--- config.mk ---
export PLATFORM = sky130hd
export DESIGN_NAME = sbc_device_flat
export DESIGN_NICKNAME = d
export VERILOG_FILES = /design/src/hw/sbc_pkg.sv /design/src/hw/sbc_if.sv /design/src/hw/sbc_device.sv /design/src/flat_wrapper.sv
export SDC_FILE = /design/constraint.sdc
export NUM_CORES = 1
export LEC_CHECK = 0
export BUFFER_PORTS_ARGS = -buffer_cell sky130_fd_sc_hd__buf_4
export CAP_MARGIN = 20
export CORE_MARGIN = 1
export CORE_UTILIZATION = 40
export CTS_CLUSTER_DIAMETER = 100
export DETAILED_ROUTE_END_ITERATION = 10
export PLACE_DENSITY = 0.65
export SLEW_MARGIN = 20
export SYNTH_ARGS = -nofsm -noshare
export SYNTH_HDL_FRONTEND = slang
export SYNTH_SLANG_ARGS = --single-unit
export TNS_END_PERCENT = 5
--- constraint.sdc ---
create_clock -name clk_i -period 2.2 [get_ports clk_i]
set_input_delay 0.44 -clock clk_i [delete_from_list [all_inputs] [get_ports clk_i]]
set_output_delay 0.44 -clock clk_i [all_outputs]
set_load 0.02 [all_outputs]
--- src/hw/sbc_pkg.sv ---
// package: command codes, bank states and timing counts for the sdram bank state machine
package sbc_pkg;
  // command pin pattern {cs_n, ras_n, cas_n, we_n}
  localparam logic [3:0] CMD_NOP = 4'h7;
  localparam logic [3:0] CMD_BURST_STOP = 4'h6;
  localparam logic [3:0] CMD_READ = 4'h5;
  localparam logic [3:0] CMD_WRITE = 4'h4;
  localparam logic [3:0] CMD_ACTIVATE = 4'h3;
  localparam logic [3:0] CMD_PRECHARGE = 4'h2;
  localparam logic [3:0] CMD_REFRESH = 4'h1;
  localparam logic [3:0] CMD_MODE_SET = 4'h0;
  // address layout
  localparam int ADDR_W = 12;
  localparam int BANK_SELECT_BIT = 11;
  localparam int AUTO_PRECHARGE_SELECT_BIT = 10;
  localparam int COL_W = 8;
  // timing, ns and derived cycles at 50 mhz
  localparam int CLK_PERIOD_NS = 20;
  localparam int ROW_PRECHARGE_TIME_NS = 20;
  localparam int ACT_TO_COL_NS = 20;
  localparam int WRITE_RECOVERY_NS = 20;
  localparam int BANK_TO_BANK_ACTIVATE_SPACING_NS = 20;
  localparam int ROW_ACTIVE_MIN_NS = 60;
  localparam int BURST_LEN = 4;
  localparam logic [3:0] PRECHARGE_CYC =
    4'((ROW_PRECHARGE_TIME_NS + CLK_PERIOD_NS - 1) / CLK_PERIOD_NS);
  localparam logic [3:0] ACT_TO_COL_CYC =
    4'((ACT_TO_COL_NS + CLK_PERIOD_NS - 1) / CLK_PERIOD_NS);
  localparam logic [3:0] WRITE_RECOVERY_CYC =
    4'((WRITE_RECOVERY_NS + CLK_PERIOD_NS - 1) / CLK_PERIOD_NS);
  localparam logic [3:0] BANK_SPACING_CYC =
    4'((BANK_TO_BANK_ACTIVATE_SPACING_NS + CLK_PERIOD_NS - 1) / CLK_PERIOD_NS);
  localparam logic [3:0] ROW_ACTIVE_MIN_CYC =
    4'((ROW_ACTIVE_MIN_NS + CLK_PERIOD_NS - 1) / CLK_PERIOD_NS);
  localparam logic [3:0] BURST_CYC = 4'(BURST_LEN);
  localparam logic [3:0] TURNAROUND_CYC = 4'h1;
  typedef enum logic [2:0] {
    ST_IDLE, ST_ACTIVATING, ST_ROW_ACTIVE, ST_READ, ST_WRITE,
    ST_WRITE_RECOVERY, ST_PRECHARGING
  } sbc_state_e;
endpackage

--- src/hw/sbc_if.sv ---
// interface: command pins between controller and sdram device
`timescale 1ns/100ps
interface sbc_if;
  logic cs_b;
  logic ras_b;
  logic cas_b;
  logic we_b;
  logic [11:0] addr;
  modport ctrl (output cs_b, output ras_b, output cas_b, output we_b, output addr);
  modport dev (input cs_b, input ras_b, input cas_b, input we_b, input addr);
endinterface

--- src/hw/sbc_device.sv ---
// device end: per-bank command state machine of a two-bank sdram
`timescale 1ns/100ps
module sbc_device (
  // clock and reset
  input wire logic clk_i,
  input wire logic rst_b_i,
  // command pins
  sbc_if.dev pins,
  // status
  output logic [5:0] bank_state_o,
  output logic [1:0] bank_auto_pre_o,
  output logic [15:0] column_o,
  output logic illegal_cmd_o
);
  // ----------------------------------------
  // pin sampling
  // ----------------------------------------
  // pins come from outside the clock domain, two stages before decode
  logic [15:0] pin_s1_q;
  logic [15:0] pin_s2_q;
  always_ff @(posedge clk_i)
  begin
    if (!rst_b_i)
    begin
      pin_s1_q <= 16'hf000;
      pin_s2_q <= 16'hf000;
    end
    else
    begin
      pin_s1_q <= {pins.cs_b, pins.ras_b, pins.cas_b, pins.we_b, pins.addr};
      pin_s2_q <= pin_s1_q;
    end
  end
  logic [3:0] cmd;
  logic [11:0] addr;
  logic sel_bank;
  logic auto_pre;
  assign cmd = pin_s2_q[15] ? sbc_pkg::CMD_NOP : pin_s2_q[15:12];
  assign addr = pin_s2_q[11:0];
  assign sel_bank = addr[sbc_pkg::BANK_SELECT_BIT];
  assign auto_pre = addr[sbc_pkg::AUTO_PRECHARGE_SELECT_BIT];
  // ----------------------------------------
  // per-bank state
  // ----------------------------------------
  sbc_pkg::sbc_state_e state_q [2];
  // unpacked so that each bank's process owns whole variables, one driver each
  logic ap_q [2];
  logic [3:0] cnt_q [2];
  logic [7:0] col_q [2];
  logic bad [2];
  for (genvar b = 0; b < 2; b++)
  begin : g_bank
    logic hit;
    logic pre_hit;
    // precharge-all when a10 is high, else only the selected bank
    assign hit = (sel_bank == 1'(b));
    assign pre_hit = auto_pre | hit;
    always_ff @(posedge clk_i)
    begin
      if (!rst_b_i)
      begin
        state_q[b] <= sbc_pkg::ST_IDLE;
        ap_q[b] <= 1'b0;
        cnt_q[b] <= 4'h0;
        col_q[b] <= 8'h00;
        bad[b] <= 1'b0;
      end
      else
      begin
        bad[b] <= 1'b0;
        if (cnt_q[b] != 4'h0)
          cnt_q[b] <= cnt_q[b] - 4'h1;
        unique case (state_q[b])
          sbc_pkg::ST_IDLE:
          begin
            if (cmd == sbc_pkg::CMD_ACTIVATE && hit)
            begin
              state_q[b] <= sbc_pkg::ST_ACTIVATING;
              cnt_q[b] <= sbc_pkg::ACT_TO_COL_CYC;
            end
            else if (hit && (cmd == sbc_pkg::CMD_READ || cmd == sbc_pkg::CMD_WRITE
                     || cmd == sbc_pkg::CMD_BURST_STOP))
              bad[b] <= 1'b1;
          end
          sbc_pkg::ST_ACTIVATING:
          begin
            // only nop or the other bank's activate, read, write or precharge are legal here
            if (cmd != sbc_pkg::CMD_NOP && (hit || cmd == sbc_pkg::CMD_BURST_STOP
                || cmd == sbc_pkg::CMD_REFRESH || cmd == sbc_pkg::CMD_MODE_SET))
              bad[b] <= 1'b1;
            else if (cnt_q[b] <= 4'h1)
              state_q[b] <= sbc_pkg::ST_ROW_ACTIVE;
          end
          sbc_pkg::ST_ROW_ACTIVE:
          begin
            if (hit && (cmd == sbc_pkg::CMD_READ || cmd == sbc_pkg::CMD_WRITE))
            begin
              state_q[b] <= (cmd == sbc_pkg::CMD_READ) ? sbc_pkg::ST_READ
                                                       : sbc_pkg::ST_WRITE;
              ap_q[b] <= auto_pre;
              col_q[b] <= addr[7:0];
              cnt_q[b] <= sbc_pkg::BURST_CYC;
            end
            else if (cmd == sbc_pkg::CMD_PRECHARGE && pre_hit)
            begin
              state_q[b] <= sbc_pkg::ST_PRECHARGING;
              cnt_q[b] <= sbc_pkg::PRECHARGE_CYC;
            end
            else if ((cmd == sbc_pkg::CMD_ACTIVATE && hit) || cmd == sbc_pkg::CMD_BURST_STOP)
              bad[b] <= 1'b1;
          end
          sbc_pkg::ST_READ, sbc_pkg::ST_WRITE:
          begin
            if (ap_q[b])
            begin
              // auto-precharge bursts cannot be interrupted on this bank
              if ((hit && cmd inside {sbc_pkg::CMD_READ, sbc_pkg::CMD_WRITE,
                   sbc_pkg::CMD_ACTIVATE}) || cmd == sbc_pkg::CMD_BURST_STOP
                  || (cmd == sbc_pkg::CMD_PRECHARGE && pre_hit))
                bad[b] <= 1'b1;
              else if (cnt_q[b] <= 4'h1)
              begin
                if (state_q[b] == sbc_pkg::ST_READ)
                begin
                  state_q[b] <= sbc_pkg::ST_PRECHARGING;
                  cnt_q[b] <= sbc_pkg::PRECHARGE_CYC;
                end
                else
                begin
                  state_q[b] <= sbc_pkg::ST_WRITE_RECOVERY;
                  cnt_q[b] <= sbc_pkg::WRITE_RECOVERY_CYC;
                end
              end
            end
            else if (cmd == sbc_pkg::CMD_BURST_STOP)
              state_q[b] <= sbc_pkg::ST_ROW_ACTIVE;
            else if (hit && (cmd == sbc_pkg::CMD_READ || cmd == sbc_pkg::CMD_WRITE))
            begin
              // interrupt and restart at the new column
              state_q[b] <= (cmd == sbc_pkg::CMD_READ) ? sbc_pkg::ST_READ
                                                       : sbc_pkg::ST_WRITE;
              ap_q[b] <= auto_pre;
              col_q[b] <= addr[7:0];
              cnt_q[b] <= sbc_pkg::BURST_CYC;
            end
            else if (cmd == sbc_pkg::CMD_PRECHARGE && pre_hit)
            begin
              state_q[b] <= sbc_pkg::ST_PRECHARGING;
              cnt_q[b] <= sbc_pkg::PRECHARGE_CYC;
            end
            else if ((cmd == sbc_pkg::CMD_ACTIVATE && hit)
                     || cmd == sbc_pkg::CMD_REFRESH || cmd == sbc_pkg::CMD_MODE_SET)
              bad[b] <= 1'b1;
            else if (cnt_q[b] <= 4'h1)
            begin
              if (state_q[b] == sbc_pkg::ST_READ)
                state_q[b] <= sbc_pkg::ST_ROW_ACTIVE;
              else
              begin
                state_q[b] <= sbc_pkg::ST_WRITE_RECOVERY;
                cnt_q[b] <= sbc_pkg::WRITE_RECOVERY_CYC;
              end
            end
            else
              col_q[b] <= col_q[b] + 8'h01;
          end
          sbc_pkg::ST_WRITE_RECOVERY:
          begin
            if (cnt_q[b] <= 4'h1)
            begin
              state_q[b] <= ap_q[b] ? sbc_pkg::ST_PRECHARGING : sbc_pkg::ST_ROW_ACTIVE;
              cnt_q[b] <= ap_q[b] ? sbc_pkg::PRECHARGE_CYC : 4'h0;
            end
          end
          sbc_pkg::ST_PRECHARGING:
          begin
            // a repeated precharge does not restart the timer
            if (hit && cmd inside {sbc_pkg::CMD_READ, sbc_pkg::CMD_WRITE,
                sbc_pkg::CMD_ACTIVATE, sbc_pkg::CMD_BURST_STOP})
              bad[b] <= 1'b1;
            if (cnt_q[b] <= 4'h1)
            begin
              state_q[b] <= sbc_pkg::ST_IDLE;
              ap_q[b] <= 1'b0;
            end
          end
        endcase
      end
    end
  end
  // ----------------------------------------
  // status outputs
  // ----------------------------------------
  always_ff @(posedge clk_i)
  begin
    if (!rst_b_i)
    begin
      bank_state_o <= 6'h00;
      bank_auto_pre_o <= 2'h0;
      column_o <= 16'h0000;
      illegal_cmd_o <= 1'b0;
    end
    else
    begin
      bank_state_o <= {state_q[1], state_q[0]};
      bank_auto_pre_o <= {ap_q[1], ap_q[0]};
      column_o <= {col_q[1], col_q[0]};
      illegal_cmd_o <= bad[0] | bad[1];
    end
  end
endmodule

--- src/flat_wrapper.sv ---
// flat-port wrapper written by rule: the top's interface ports become plain ports
module sbc_device_flat 
  (clk_i, rst_b_i, bank_state_o, bank_auto_pre_o, column_o, illegal_cmd_o, pins_cs_b, pins_ras_b, pins_cas_b, pins_we_b, pins_addr);
  sbc_if pins_i ();
  input wire logic clk_i;
  input wire logic rst_b_i;
  output logic [5:0] bank_state_o;
  output logic [1:0] bank_auto_pre_o;
  output logic [15:0] column_o;
  output logic illegal_cmd_o;
  input wire logic [$bits(pins_i.cs_b)-1:0] pins_cs_b;
  input wire logic [$bits(pins_i.ras_b)-1:0] pins_ras_b;
  input wire logic [$bits(pins_i.cas_b)-1:0] pins_cas_b;
  input wire logic [$bits(pins_i.we_b)-1:0] pins_we_b;
  input wire logic [$bits(pins_i.addr)-1:0] pins_addr;
  assign pins_i.cs_b = pins_cs_b;
  assign pins_i.ras_b = pins_ras_b;
  assign pins_i.cas_b = pins_cas_b;
  assign pins_i.we_b = pins_we_b;
  assign pins_i.addr = pins_addr;
  sbc_device u_core (.clk_i(clk_i), .rst_b_i(rst_b_i), .pins(pins_i), .bank_state_o(bank_state_o), .bank_auto_pre_o(bank_auto_pre_o), .column_o(column_o), .illegal_cmd_o(illegal_cmd_o));
endmodule
==> impl_metrics.env <==
export IMPL_antenna_found_initial=0
export IMPL_vias_per_cell=5.05
export IMPL_path_cells="or2_4 -> a221o_1 -> and3_4 -> o21ai_2 -> nand4_2 -> or4b_4"
export IMPL_setup_ws_ps=-16.5
export IMPL_utilization_pct=52.6
export IMPL_routedWlPerCell_um=13.9
export IMPL_ir_drop_mv=0.509
export IMPL_drc=0
export IMPL_async_flop_share_pct=0
export IMPL_final_cell_area_um2=5140
export IMPL_fmax_mhz=451
export IMPL_initialDrtViolationCount=198
export IMPL_clk_pin_slew_worst_paths_ps=90
export IMPL_hpwl_mm=6.75
export IMPL_die_area_um2=10500
export IMPL_grt_use_total_pct=18.9
export IMPL_ios=43
export IMPL_leakage_uw=0.00211
export IMPL_yosys_top_cells_area="dfxtp_1 28%, edfxtp_1 23%, and2_1 7.1%"
export IMPL_setup_tns_ps=-62.7
export IMPL_syn_area_per_cell_um2=9.47
export IMPL_cp_slowest_cell="or4b_4"
export IMPL_die_x_um=102
export IMPL_root_buffer="clkbuf_8"
export IMPL_nets=541
export IMPL_synth_nets=451
export IMPL_fin_skew_ps=9.67
export IMPL_fin_crit_sh_pct=101
export IMPL_netlist_top_cells_count="56 x dfxtp_1, 46 x and2_1, 44 x nand2_1"
export IMPL_clk_latency_ps=360
export IMPL_rsz0062_at_grt="true"
export IMPL_tightestPinTransition_ps=347
export IMPL_status="finished with violations"
export IMPL_drive_gt1_share_pct=26.9
export IMPL_clk_path_buf_depth=2
export IMPL_hold_viol_final=0
export IMPL_rows=36
export IMPL_synth_top_area_cell="dfxtp_1"
export IMPL_cp_start_kind="register"
export IMPL_end_kind="register"
export IMPL_dieHeight_um=102
export IMPL_syn_area_um2=4030
export IMPL_min_path_type="input port to register"
export IMPL_ys_seq_area_share_pct=50.9
export IMPL_gp_congestion=0.866
export IMPL_synth_top_area_share_pct=27.8
export IMPL_htreeDepth=3
export IMPL_synthCells=426
export IMPL_maxCapViolCount=0
export IMPL_yosysWarnings=0
export IMPL_grt_pass1_wl_mm=15.2
export IMPL_totalWireLength_mm=9.08
export IMPL_num_antenna_cells=0
export IMPL_yosysMostFrequentCell="dfxtp_1"
export IMPL_vias=3301
export IMPL_numCtsBuffers=9
export IMPL_path_max_fanout=8
export IMPL_synth_flop_cell="dfxtp_1"
export IMPL_final_cells=654
export IMPL_port_buffers=40
export IMPL_grt_start_max_net_pins=40
export IMPL_ant_nets=0
export IMPL_syn_to_final_growth_pct=27.4
export IMPL_p_per_area_nw_per_um2=857
export IMPL_synth_edff_count=31
export IMPL_dp_cells=638
export IMPL_place_area_um2=4880
export IMPL_slew_headroom_pct=76.2
export IMPL_start_util_pct=41.3
export IMPL_grt_overflow=0
export IMPL_crit_type="register to register"
export IMPL_setup_viol=4
export IMPL_synth_distinct_cells=59
export IMPL_slew_violations=0
export IMPL_max_stage_delay_ps=540
export IMPL_worstPathRequired_ps=2310
export IMPL_violations="setup timing"
export IMPL_core_um2=9770
export IMPL_grt_pass1_vias=3142
export IMPL_numClockSinks=87
export IMPL_post_cts_buffers=0
export IMPL_cp_data_arrival_time_ps=2330
export IMPL_cts_tree="done"
export IMPL_finalCriticalPeriod_ps=2220
export IMPL_ys_ff_latch=87
export IMPL_drt_first_pass_iters=4
logic make-up after synthesis:
family,count (synthesis),synth area share [%]
xor+xnor,16,3.48
fa+ha+maj,7,2.17
compound gates,79,13.2
simple gates,201,26.8
flops,87,50.9
buf+inv,36,3.51
state kept, by name, summed over array words and instances (netlist names):
name and count:
u_core.col_q 16, u_core.column_o 16, u_core.pin_s1_q 14, u_core.pin_s2_q 14, u_core.cnt_q 8, u_core.bank_state_o 6
u_core.state_q 6, u_core.ap_q 2, u_core.bad 2, u_core.bank_auto_pre_o 2, u_core.illegal_cmd_o 1
layer usage:
metal  up-vias  routed length [um]  part of all wire [%]  track usage, %
met5         -                   0                     0               0
met4         0                 100                   1.1            6.59
met3         7                 326                   3.6            3.97
met2        65                4320                    48            29.8
met1      1556                4330                    48            25.6
li1       1673                   -                     -               -
report_power, final:
part | total (uW) | switching (uW) | internal [uW]
combinational | 1220 | 629 | 591
sequential | 2050 | 138 | 1910
clock | 1140 | 603 | 537
path summary, 6_finish.rpt:
check | startpoint | to | slack [ps] | cells after the start
max | u_core.pin_s2_q[11] | u_core.cnt_q[0][0] | -20 | 6
min | pins_cs_b | u_core.pin_s1_q[15] | 270 | 2
max reg2reg | u_core.pin_s2_q[11] | u_core.cnt_q[0][0] | -20 | 6
min reg2reg | u_core.pin_s1_q[14] | u_core.pin_s2_q[14] | 400 | 1
layout by cell type (no fill, tap or decap), drive strengths merged, types with 3 or more instances in the layout:
cell type / Yosys / routed
a211oi: 3 / 3
a21oi: 10 / 10
a31oi: 5 / 5
and2: 46 / 46
and3: 8 / 8
buf: 4 / 101
clkbuf: 18 / 9
dfxtp: 56 / 56
edfxtp: 31 / 31
ha: 7 / 7
inv: 14 / 17
nand2: 44 / 44
nand2b: 19 / 19
nand3: 17 / 17
nand4: 5 / 5
nor2: 30 / 30
nor2b: 3 / 3
nor3: 12 / 12
o2111ai: 4 / 4
o21a: 5 / 5
o21ai: 27 / 27
xnor2: 8 / 8
xor2: 8 / 8
repair_timing:
action                     in CTS  in global routing
resized for setup               7                  9
cloned                          0                  0
hold buffers                    0                  0
pin swaps                       1                  0
setup endpoints to repair      14                 25
stage by stage:
step	hold WS, ps	worst slack [ps]	total power [uW]
global route	260	-85.1	4660
global placement	391	-88.8	3240
CTS	247	-22.6	4430
finish	268	-16.5	4410
floorplan	386	-5.26	2770
detailed placement	392	-151	3270
final cells by class:
| class | count | area, um2 |
|---|---|---|
| well taps | 133 | 166 |
| multi-input cells | 303 | 1890 |
| fillers | 938 | 4640 |
| inverters | 14 | 52.6 |
| clock inverters | 7 | 77.6 |
| clock buffers | 9 | 124 |
| flip-flops and latches | 87 | 2060 |
| repair buffers | 101 | 771 |
worst max-delay path: cells and delay by family, from the launching register on:
family / cells / cell delay, ps
simple gates: 4 / 1100
compound gates: 2 / 490
flops: 1 / 380
(Power assumes the default switching activity.)
